`config.mk`:
```
export PLATFORM = sky130hd
export DESIGN_NAME = timing_signal_gpio_select
export DESIGN_NICKNAME = d
export VERILOG_FILES = /design/src/verilog/timing_pin_pkg.sv /design/src/verilog/timing_signal_gpio_select.sv
export SDC_FILE = /design/constraint.sdc
export NUM_CORES = 1
export LEC_CHECK = 0
export BUFFER_PORTS_ARGS = -buffer_cell sky130_fd_sc_hd__buf_4
export CAP_MARGIN = 20
export CORE_MARGIN = 3
export CORE_UTILIZATION = 50
export CTS_CLUSTER_DIAMETER = 150
export DETAILED_ROUTE_END_ITERATION = 6
export PLACE_DENSITY = 0.76
export SYNTH_ARGS = -nofsm -noshare
export SYNTH_HDL_FRONTEND = slang
export SYNTH_SLANG_ARGS = --single-unit
```
`constraint.sdc`:
```
create_clock -name clk_sys -period 1.7 [get_ports clk_sys]
set_input_delay 0.255 -clock clk_sys [delete_from_list [all_inputs] [get_ports clk_sys]]
set_output_delay 0.255 -clock clk_sys [all_outputs]
set_load 0.01 [all_outputs]
```
`src/verilog/timing_pin_pkg.sv`:
```
// Package for the timing-signal pin selector: offsets, fields, codes and state types
package timing_pin_pkg;

	// Register offsets as printed
	localparam logic [7:0] OFS_PIN_OUTPUT_CONTROL = 8'h02;
	localparam logic [7:0] OFS_TIMING_SIGNAL_SELECT = 8'h0b;
	localparam logic [7:0] OFS_SECOND_PIN_DRIVE_ENABLE = 8'h4f;

	// Reset values
	localparam logic [15:0] RST_PIN_OUTPUT_CONTROL = 16'h0000;
	localparam logic [15:0] RST_TIMING_SIGNAL_SELECT = 16'h0000;
	localparam logic [15:0] RST_SECOND_PIN_DRIVE_ENABLE = 16'h0000;

	// Field positions in the pin output control register
	localparam int POS_POLARITY_FIRST = 0;
	localparam int POS_MODE_FIRST = 1;
	localparam int POS_ENABLE_FIRST = 2;
	localparam int POS_POLARITY_SECOND = 8;
	localparam int POS_MODE_SECOND = 9;
	// Field position in the second pin enable register
	localparam int POS_ENABLE_SECOND = 6;
	// Select fields
	localparam int POS_SEL_FIRST_LSB = 0;
	localparam int POS_SEL_SECOND_LSB = 8;
	localparam int SEL_WIDTH = 5;

	// Source select codes
	localparam logic [4:0] CODE_INTERRUPT = 5'h01;
	localparam logic [4:0] CODE_WINDOW = 5'h02;
	localparam logic [4:0] CODE_LED_A = 5'h05;
	localparam logic [4:0] CODE_LED_B = 5'h06;
	localparam logic [4:0] CODE_LED_AB = 5'h07;
	localparam logic [4:0] CODE_WRITTEN_A = 5'h0c;
	localparam logic [4:0] CODE_WRITTEN_B = 5'h0d;
	localparam logic [4:0] CODE_WRITTEN_AB = 5'h0e;
	localparam logic [4:0] CODE_HALF_RATE = 5'h0f;
	localparam logic [4:0] CODE_LOW = 5'h10;
	localparam logic [4:0] CODE_HIGH = 5'h11;
	localparam logic [4:0] CODE_OSC = 5'h13;

	// Internal timing sources, all active high before polarity
	typedef struct packed {
		logic irq;
		logic window;
		logic ledA;
		logic ledB;
		logic wrA;
		logic wrB;
		logic halfRate;
		logic osc;
	} sources_t;

	// Sequencer events feeding the selector
	typedef struct packed {
		logic slotAEn;
		logic slotBEn;
		logic slotAStart;
		logic slotAEnd;
		logic slotBStart;
		logic slotBEnd;
		logic sampleStart;
		logic sampleDone;
	} seq_t;

	// Whole state of the selector
	typedef struct packed {
		logic [15:0] ctrlReg;
		logic [15:0] selReg;
		logic [15:0] enReg;
		logic [15:0] rdData;
		logic windowActive;
		logic writtenA;
		logic writtenB;
		logic halfRate;
		logic opNormalPrev;
		logic oscMeta;
		logic oscSync;
		logic [1:0] pinMeta;
		logic [1:0] pinSync;
		logic [1:0] pinOut;
		logic [1:0] pinOeN;
	} state_t;

endpackage

```
`src/verilog/timing_signal_gpio_select.sv`:
```
// Timing-signal selector and pad control for the two general-purpose timing pins
module timing_signal_gpio_select (
	// Clock and reset
	input wire logic clk_sys,
	input wire logic reset,
	// Register port from the serial interface core
	input wire logic regWrite,
	input wire logic regRead,
	input wire logic [7:0] regAddr,
	input wire logic [15:0] regWrData,
	output logic [15:0] regRdData,
	// Sequencer and core sources
	input wire timing_pin_pkg::seq_t seq,
	input wire logic irqMasked,
	input wire logic ledPulseA,
	input wire logic ledPulseB,
	input wire logic legacySampleOutput,
	input wire logic opNormal,
	input wire logic osc32k,
	// Timing pins: output, active-low enable, input
	output logic timingPinFirstOut,
	output logic timingPinFirstOeN,
	input wire logic timingPinFirstIn,
	output logic timingPinSecondOut,
	output logic timingPinSecondOeN,
	input wire logic timingPinSecondIn,
	// Synchronised pad levels
	output logic [1:0] pinSense
);

	// Two pins, each with its own source code, polarity, drive mode and enable
	// Everything but the pad inputs and the oscillator is on clk_sys already
	// Pad outputs are registered, so a source change shows one cycle later
	// Limitation: the oscillator copy is only as fine as clk_sys sampling
	// Limitation: sequencer pulses must be one clk_sys cycle wide
	// Interrupt masking is done upstream; only the masked level arrives
	timing_pin_pkg::state_t state_reg; // Registered state
	timing_pin_pkg::state_t state_next; // Next state
	timing_pin_pkg::sources_t src; // Current source levels
	logic legacy; // Select register all zero
	logic [1:0] act; // Selected signal, before polarity
	logic [1:0] pol; // Polarity bits
	logic [1:0] odMode; // Drive-when-asserted bits
	logic [1:0] pinEn; // Driver enables
	logic [4:0] selFirst; // First pin code
	logic [4:0] selSecond; // Second pin code

	// Map a select code to a source level; unknown codes stay inactive
	// One decode shared by both pins, so the two code tables cannot drift
	// Gaps in the code table fall to the default branch
	function automatic logic pick(input logic [4:0] code, input timing_pin_pkg::sources_t s);
		logic v;
		v = 1'b0; // Inactive level for undefined codes
		case (code)
			timing_pin_pkg::CODE_INTERRUPT: v = s.irq;
			timing_pin_pkg::CODE_WINDOW: v = s.window;
			timing_pin_pkg::CODE_LED_A: v = s.ledA;
			timing_pin_pkg::CODE_LED_B: v = s.ledB;
			timing_pin_pkg::CODE_LED_AB: v = s.ledA | s.ledB;
			timing_pin_pkg::CODE_WRITTEN_A: v = s.wrA;
			timing_pin_pkg::CODE_WRITTEN_B: v = s.wrB;
			timing_pin_pkg::CODE_WRITTEN_AB: v = s.wrA | s.wrB;
			timing_pin_pkg::CODE_HALF_RATE: v = s.halfRate;
			timing_pin_pkg::CODE_LOW: v = 1'b0;
			timing_pin_pkg::CODE_HIGH: v = 1'b1;
			timing_pin_pkg::CODE_OSC: v = s.osc;
			default: v = 1'b0;
		endcase
		return v;
	endfunction

	// Field extraction from the registers
	// Whole words are stored, fields are cut here
	// Second enable sits in its own register, not the control word
	always_comb begin
		selFirst = state_reg.selReg[timing_pin_pkg::POS_SEL_FIRST_LSB +: timing_pin_pkg::SEL_WIDTH];
		selSecond = state_reg.selReg[timing_pin_pkg::POS_SEL_SECOND_LSB +: timing_pin_pkg::SEL_WIDTH];
		legacy = (state_reg.selReg == 16'h0000);
		pol[0] = state_reg.ctrlReg[timing_pin_pkg::POS_POLARITY_FIRST];
		pol[1] = state_reg.ctrlReg[timing_pin_pkg::POS_POLARITY_SECOND];
		odMode[0] = state_reg.ctrlReg[timing_pin_pkg::POS_MODE_FIRST];
		odMode[1] = state_reg.ctrlReg[timing_pin_pkg::POS_MODE_SECOND];
		pinEn[0] = state_reg.ctrlReg[timing_pin_pkg::POS_ENABLE_FIRST];
		pinEn[1] = state_reg.enReg[timing_pin_pkg::POS_ENABLE_SECOND];
	end

	// Source levels; the interrupt is already gated by the host's mask choice
	// Flags come from the state, pulse copies pass straight through
	// Pulse copies gain one flop of delay at the pad register
	always_comb begin
		src.irq = irqMasked;
		src.window = state_reg.windowActive;
		src.ledA = ledPulseA;
		src.ledB = ledPulseB;
		src.wrA = state_reg.writtenA;
		src.wrB = state_reg.writtenB;
		src.halfRate = state_reg.halfRate;
		src.osc = state_reg.oscSync;
	end

	// Each pin decodes its own field, so one source may feed both
	// Legacy mode takes over only when the whole word is zero
	// A single zero field is just an undefined code
	// Pad polarity, mode and enable still apply in legacy mode
	always_comb begin
		if (legacy) begin
			act[0] = irqMasked; // Legacy interrupt pin
			act[1] = legacySampleOutput; // Legacy sample output pin
		end else begin
			act[0] = pick(selFirst, src);
			act[1] = pick(selSecond, src);
		end
	end

	// Next-state logic
	// One process computes every flag; set beats clear on a shared edge, except that the half-rate restart beats a toggle
	// Locals cleared first so no latch is inferred
	always_comb begin
		logic windowStart;
		logic windowEnd;
		logic restart;
		windowStart = 1'b0;
		windowEnd = 1'b0;
		restart = 1'b0;
		state_next = state_reg;

		// Register writes; whole words kept so other fields read back
		// A write to an unmapped offset is dropped silently
		// New settings reach the pads two edges after the write
		if (regWrite) begin
			case (regAddr)
				timing_pin_pkg::OFS_PIN_OUTPUT_CONTROL: state_next.ctrlReg = regWrData;
				timing_pin_pkg::OFS_TIMING_SIGNAL_SELECT: state_next.selReg = regWrData;
				timing_pin_pkg::OFS_SECOND_PIN_DRIVE_ENABLE: state_next.enReg = regWrData;
				default: state_next.ctrlReg = state_reg.ctrlReg;
			endcase
		end

		// Read data held until the next read; unmapped reads as zero
		// Read and write on one edge: the read sees the old word
		// Registered read keeps the decode off the bus timing path
		if (regRead) begin
			case (regAddr)
				timing_pin_pkg::OFS_PIN_OUTPUT_CONTROL: state_next.rdData = state_reg.ctrlReg;
				timing_pin_pkg::OFS_TIMING_SIGNAL_SELECT: state_next.rdData = state_reg.selReg;
				timing_pin_pkg::OFS_SECOND_PIN_DRIVE_ENABLE: state_next.rdData = state_reg.enReg;
				default: state_next.rdData = 16'h0000;
			endcase
		end

		// Window opens at first enabled slot, closes at last one
		// Start beats end when both land in one cycle
		// Disabled slots are ignored, so one enabled slot spans itself
		windowStart = seq.slotAEn ? seq.slotAStart : (seq.slotBEn & seq.slotBStart);
		windowEnd = seq.slotBEn ? seq.slotBEnd : (seq.slotAEn & seq.slotAEnd);
		if (windowStart) begin
			state_next.windowActive = 1'b1;
		end else if (windowEnd) begin
			state_next.windowActive = 1'b0;
		end

		// Written flags: slot end sets, next sample start clears, set wins
		// Flags stay up through the sleep period until the next sample
		// A disabled slot never raises its flag
		if (seq.slotAEnd && seq.slotAEn) begin
			state_next.writtenA = 1'b1;
		end else if (seq.sampleStart) begin
			state_next.writtenA = 1'b0;
		end
		if (seq.slotBEnd && seq.slotBEn) begin
			state_next.writtenB = 1'b1;
		end else if (seq.sampleStart) begin
			state_next.writtenB = 1'b0;
		end

		// Half-rate toggle restarts low on entering normal mode
		// Rising edge of the normal-mode level marks standby to normal
		// Frozen outside normal mode; restart wins over a same-cycle sample end
		restart = opNormal & ~state_reg.opNormalPrev;
		state_next.opNormalPrev = opNormal;
		if (restart) begin
			state_next.halfRate = 1'b0;
		end else if (seq.sampleDone && opNormal) begin
			state_next.halfRate = ~state_reg.halfRate;
		end

		// Oscillator and pad inputs come from other domains
		// Two flops each; logic reads only the second
		// Trade-off: three cycles of lag on the oscillator copy
		// Acceptable, as clk_sys is far faster than the oscillator
		state_next.oscMeta = osc32k;
		state_next.oscSync = state_reg.oscMeta;
		state_next.pinMeta = {timingPinSecondIn, timingPinFirstIn};
		state_next.pinSync = state_reg.pinMeta;

		// Pad drive: polarity on level, release when disabled or idle in open-drain
		// Drive-when-asserted looks at the level before polarity
		// A released pad relies on an outside pull to settle
		for (int i = 0; i < 2; i++) begin
			state_next.pinOut[i] = act[i] ^ pol[i];
			state_next.pinOeN[i] = ~(pinEn[i] & (~odMode[i] | act[i]));
		end
	end

	// State register, synchronous reset
	// Reset releases both pads and clears every register
	// Cleared select word means legacy mode right after reset
	always_ff @(posedge clk_sys) begin
		if (reset) begin
			state_reg <= '{
				ctrlReg: timing_pin_pkg::RST_PIN_OUTPUT_CONTROL,
				selReg: timing_pin_pkg::RST_TIMING_SIGNAL_SELECT,
				enReg: timing_pin_pkg::RST_SECOND_PIN_DRIVE_ENABLE,
				rdData: 16'h0000,
				windowActive: 1'b0,
				writtenA: 1'b0,
				writtenB: 1'b0,
				halfRate: 1'b0,
				opNormalPrev: 1'b0,
				oscMeta: 1'b0,
				oscSync: 1'b0,
				pinMeta: 2'h0,
				pinSync: 2'h0,
				pinOut: 2'h0,
				pinOeN: 2'h3
			};
		end else begin
			state_reg <= state_next;
		end
	end

	// Outputs straight from flops
	// No logic between the flops and the pads, so no glitches
	// Shared open-drain lines need that for clean edges
	assign regRdData = state_reg.rdData;
	assign timingPinFirstOut = state_reg.pinOut[0];
	assign timingPinFirstOeN = state_reg.pinOeN[0];
	assign timingPinSecondOut = state_reg.pinOut[1];
	assign timingPinSecondOeN = state_reg.pinOeN[1];
	assign pinSense = state_reg.pinSync;
endmodule

```
==> metrics.txt, run 1 <==
commonest non-fill, non-tap cell in the layout=buf_4; Post-Syn Nets=around 440; core area=6910 sq um; sequential share of the synthesized area=a little over two fifths; Clock Tree Buf Depth=2; IO Pins=66; fin nets=~500; Net Switching=roughly 800 uW; wire per inst=15.2 microns; Primary FF master, synth=dfxtp_1; Die Y=91.2 microns; CTS tree=done; Placed Instances=535; crit end category=register; post-layout min period=1.66 ns; max FFs per register=33; Total GRT Usage=between 20 and 25%; placed cell area=about 4200 sq um; Die W=about 90 microns; worst-margin pin slew=between 0.4 and 0.5 ns; Data arrival, critical path=approximately 1.9 ns; vias in the first global route=about 2,900; Std-Cell Rows=30; upper clock frequency limit=around 0.60 GHz; routed wire length=around 8400 microns; clk_lat worst skew=~0.35 ns; Initial Utilization=a little over half; first-pass GRT wire length=around 14,000 microns; number of antenna diodes=0; async set-reset flop share out of synthesis=0%; hold slack final=between 0.1 and 0.15 ns; drt first-iter violations=approximately 220; Max-cap violations=0; Synthesis Warnings=0; critical path required time=between 1.5 and 2 ns; fin. max-slew vios=0; relative slew slack=between 70 and 80%; most frequent cells in the layout=buf_4, dfxtp_1, nand2_1; Flop pwr share=about half; initial antenna violation count=0; I/O Buffers=65; clk sinks=between 70 and 80; Cell Int Power=2850 uW; CP peak stage delay=0.52 ns; final hold vios=0; Root Driver=clkbuf_8; final instance area=roughly 4500 sq um; Final period util=between 90% and 100%; status=complete, no violations; P&R area growth vs syn=23.2%; fin cells=553; crit-path max FO=8; largest net degree at the start of global routing=66; GRT overflow=0; Final setup viols=0; vias per cell=5.43; CP max-delay cell=dfxtp_1; post-synthesis cell area=around 3600 sq um; synthesized area per cell=9.15 sq um; Die Footprint=approximately 8300 sq um; worst setup margin=just under 0.04 ns; sw frac=22.0%; critical path type=reg -> reg; Yosys reg bits=79; Clock Skew=0.00769 ns; H-tree depth=3; Peak VDD IR=~0.42 mV; CP Launch Type=register; count of cell types in the netlist=46; via count=between 3,000 and 4,000; post-DP HPWL=approximately 5700 microns; share of cells above drive strength 1=approximately 31%; Routability Congestion=roughly 0.85; EDFF count, synth=0; total CTS buffers=9; type of the most critical hold path=in -> reg; DRT antenna net count=0; PwrDens=between 800 and 900 nW/um^2; Layout Utilization=approximately 65%; Clock Power Share=a little over two fifths; leakage=0.00191 uW; RSZ-0062 raised after global routing=yes; Comb power frac=under 10%; cell count after synthesis=approximately 400; cells along the critical path=nor3_1, nand4_1, a21oi_1, nor4_2, mux2_1; DRT Pass-1 Iters=4; Residual DRC=0; pre-CTS setup slack=-0.0850 ns; Reg clk slew, reported paths=approximately 0.080 ns
[critical path, delay by kind of cell (launching register included)]
family,cells,cell delay (ns)
compound gates,1,0.11
simple gates,3,0.57
mux,1,0.35
flops,1,0.52
[through the flow]
stage | TNS [ns] | power [uW]
2_1_floorplan | 0 | 2010
3_3_place_gp | -0.209 | 2140
3_5_place_dp | -0.193 | 2150
4_1_cts | 0 | 3680
5_1_grt | -0.0674 | 3780
6_report | 0 | 3650
[Yosys cell counts (4+ instances only)]
library cell	count	share of area (%)
nor2_1	42	4.3
clkbuf_1	12	1.2
dfxtp_1	79	44
nor3_1	5	0.69
buf_2	4	0.55
nor2b_1	10	1.7
a22oi_1	16	3.3
a21oi_1	15	2.1
a21oi_2	9	2.2
buf_6	6	1.9
buf_4	22	4.5
nand2_2	10	1.7
o21ai_0	17	2.3
nand2b_1	6	1.0
a22o_1	16	3.9
inv_1	4	0.41
nand2_1	48	5.0
mux2i_1	33	9.1
[final cells by class]
cell class / count / area, sq um
fill: 600 / 2430
multi-input combinational: 269 / 1780
inverter: 4 / 15.0
sequential: 79 / 1590
timing repair buffer: 89 / 744
clock buffer: 11 / 141
clock inverter: 5 / 81.3
tap: 96 / 120
[metal layers]
layer / share of wire [%] / global-route usage, %
met4: 1.4 / 9.92
met1: 46 / 27.6
met2: 47 / 31.5
met5: 0 / 0
met3: 5.9 / 4.39
[power groups by stage]
stage	registers [uW]	clock network, uW	logic (uW)
floorplan	1920	0	91.3
global placement	1920	0	225
detailed placement	1920	0	230
CTS	1880	1580	230
global route	1880	1650	255
finish	1870	1540	234
[final timing paths]
check	from	to	slack [ns]	depth (start not counted)
setup / recovery	selSecond[1]	timingPinFirstOut	0.04	5
hold / removal	timingPinFirstIn	state_next[4]	0.12	2
setup reg to reg	selSecond[1]	timingPinFirstOut	0.04	5
hold reg to reg	state_next[8]	src[0]	0.44	1
[repair_timing]
item / in CTS / in global routing
hold buffers: 0 / 0
gates resized for setup: 4 / 10
setup buffers: 0 / 2
pin swaps: 4 / 1
setup endpoints to repair: 4 / 4
[logic make-up after synthesis]
group / count (synthesis) / share of synthesized area (%)
buf+inv: 49 / 8.71
mux: 36 / 10.0
flops: 79 / 43.5
simple gates: 147 / 21.3
compound gates: 86 / 16.4
No activity file was read; power rests on OpenSTA's default activity.
==> run 2: changes to the inputs <==
--- a/config.mk
+++ b/config.mk
@@ -7,9 +7,8 @@
 export LEC_CHECK = 0
 export BUFFER_PORTS_ARGS = -buffer_cell sky130_fd_sc_hd__buf_4
 export CAP_MARGIN = 20
-export CORE_MARGIN = 3
 export CORE_UTILIZATION = 50
-export CTS_CLUSTER_DIAMETER = 150
+export CTS_CLUSTER_DIAMETER = 60
 export DETAILED_ROUTE_END_ITERATION = 6
 export PLACE_DENSITY = 0.76
 export SYNTH_ARGS = -nofsm -noshare
==> constraint.sdc (replaced) <==
create_clock -name clk_sys -period 1.7 [get_ports clk_sys]
set_input_delay 0.34 -clock clk_sys [delete_from_list [all_inputs] [get_ports clk_sys]]
set_output_delay 0.34 -clock clk_sys [all_outputs]
set_load 0.01 [all_outputs]
==> run 2 against run 1 <==
Net effect: non-clock buffer count grew 5; clock power fell by 21%; power fell by 8.6%; worst hold slack better by 0.072 ns; first-iteration DRC count grew 12%; combinational power is essentially flat; routed wire length shrank 1.3%; die area down 8.6%; final cell count is 0.90% higher; sequential share of layout area increased by 0.14 points; critical path type unchanged; critical endpoint is now timingPinSecondOut; largest cell class unchanged; highest routed layer unchanged.
==> metrics.txt, run 2 (synthesis results as in run 1) <==
IO Pins=66 (unchanged); clk sinks=79 (unchanged); DRT antenna net count=0 (unchanged); most frequent cells in the layout=buf_4, dfxtp_1, nand2_1; initial antenna violation count=0 (unchanged); vias in the first global route=2,908 (+1.3%); critical path type=reg -> reg; largest net degree at the start of global routing=40 (-39%); PwrDens=748 nW/um^2 (-8.2%); upper clock frequency limit=0.604 GHz (+0.31%); CP Launch Type=register; Final period util=97.4% (-0.30 points); H-tree depth=3 (unchanged); I/O Buffers=65 (unchanged); Reg clk slew, reported paths=0.08 ns (about the same); RSZ-0062 raised after global routing=yes; vias per cell=5.33 (-1.9%); placed cell area=4250 sq um (+1.6%); status=complete, no violations; buffers and inverters on the worst path=0 (unchanged); total CTS buffers=9 (unchanged); WHS Path Cells=2 (unchanged); core area=6910 sq um (unchanged); Clock Skew=0.00371 ns (-0.00397 ns); max FFs per register=33 (unchanged); via count=2,973 (-1.0%); worst-margin pin slew=0.424 ns (+0.0160 ns); Peak VDD IR=0.598 mV (+42%); Initial Utilization=52.6% (unchanged); first-pass GRT wire length=14,200 microns (+3.1%); Total GRT Usage=24.3% (+3.7 points); Die Y=87.2 microns (-4.4%); number of antenna diodes=0 (unchanged); routed wire length=8280 microns (-1.3%); final instance area=4450 sq um (-0.48%); Top delay family on crit path=simple AND/OR/NAND/NOR gates; Clock Tree Buf Depth=2 (unchanged); Data arrival, critical path=1.90 ns (about the same); clk_lat worst skew=0.35 ns (about the same); P&R area growth vs syn=22.6%; Layout Utilization=64.5% (-0.31 points); GRT overflow=0 (unchanged); FF-to-FF path depth=5 (unchanged); post-DP HPWL=5780 microns (+1.3%); type of the most critical hold path=in -> reg; fin. max-slew vios=0 (unchanged); CP peak stage delay=0.34 ns (-0.18 ns); cells along the critical path=nor4_4, nand4_1, o22ai_1, and4bb_1, mux2_1; hold path endpoint=state_next[5]; Final setup viols=0 (unchanged); Die Footprint=7610 sq um (-8.6%); Die W=87.2 microns (-4.4%); crit-path max FO=2 (-6); Residual DRC=0 (unchanged); crit end category=register; Hold Startpoint=timingPinSecondIn; relative slew slack=71.7% (-0.95 points); DRT Pass-1 Iters=4 (unchanged); Root Driver=clkbuf_8; Routability Congestion=0.881 (+4.0%); post-layout min period=1.66 ns (-0.00505 ns); CTS tree=done; final hold vios=0 (unchanged); fin nets=501 (+1.0%); Worst setup startpoint=state_reg[52]; leakage=0.00191 uW (about the same); Max-cap violations=0 (unchanged); critical path required time=1.95 ns (+0.02 ns); Reg2Reg Setup Slack=0.04 ns (about the same); share of cells above drive strength 1=31.6% (+0.31 points); CP max-delay cell=dfxtp_2; wire per inst=14.8 microns (-2.1%); Std-Cell Rows=30 (unchanged); worst r2r src=state_reg[52]; commonest non-fill, non-tap cell in the layout=buf_4; reg2reg end=timingPinSecondOut; Filler cells=589 (-1.8%); drt first-iter violations=251 (+12%)
==> run 2: cell count changes in the layout (fill, tap and decap cells not counted), sizes merged <==
cell	before	now
bufinv	2	0
clkinvlp	1	0
clkbuf	12	13
clkinv	2	3
buf	88	94
==> run 2: stage by stage <==
step	instances	hold slack, ns	setup TNS, ns	worst slack (ns)	power, uW
4_1_cts	557	0.182	0	0.00881	3360
3_3_place_gp	542	0.416	-0.268	-0.102	2150
6_report	558	0.196	0	0.0439	3330
2_1_floorplan	397	0.414	0	0.0295	2010
3_5_place_dp	542	0.428	-0.372	-0.115	2150
5_1_grt	558	0.183	-0.00865	-0.00865	3460
==> run 2: repair_timing <==
action | CTS | global route
setup buffers | 0 | 0
endpoints found under the setup margin | 4 | 4
hold buffers | 0 | 0
resized for setup | 4 | 8
pin swaps | 3 | 4
==> run 2: worst max path at each step <==
stage | end | slack [ns] | cells after the start
6_report | timingPinSecondOut | 0.04 | 5
5_1_grt | timingPinSecondOut | -0.009 | 5
4_1_cts | timingPinFirstOut | 0.009 | 5
3_5_place_dp | timingPinSecondOut | -0.12 | 6
3_3_place_gp | timingPinSecondOut | -0.10 | 6
2_1_floorplan | timingPinFirstOut | 0.03 | 6
==> run 2: worst reg2reg max path, delay by kind of cell (launching register included) <==
family / cells / cell delay [ns]
flip-flops: 1 / 0.34
multiplexers: 1 / 0.31
AND/OR/NAND/NOR: 3 / 0.75
AO/OA/AOI/OAI: 1 / 0.15
==> run 2: per-layer routing <==
metal	track usage (%)	vias to the layer above	wire [microns]
met5	0	-	0
met4	8.79	0	93
met3	5.78	7	519
met2	38.8	86	3900
met1	32.0	1399	3770
li1	-	1481	-
==> run 2: area by class of cell <==
cell class / count / area (sq um) / share of cell area (%)
clock buffers: 13 / 149 / 3.34
clock inverters: 3 / 18.8 / 0.421
inverters: 4 / 15.0 / 0.337
multi-input cells: 269 / 1770 / 39.7
flip-flops and latches: 79 / 1590 / 35.7
well taps: 96 / 120 / 2.70
repair buffers: 94 / 793 / 17.8
==> run 2: report_power, final <==
part	switching (uW)	internal [uW]
Clock	654	570
Combinational	118	116
Sequential	10.5	1870
Total	782	2550
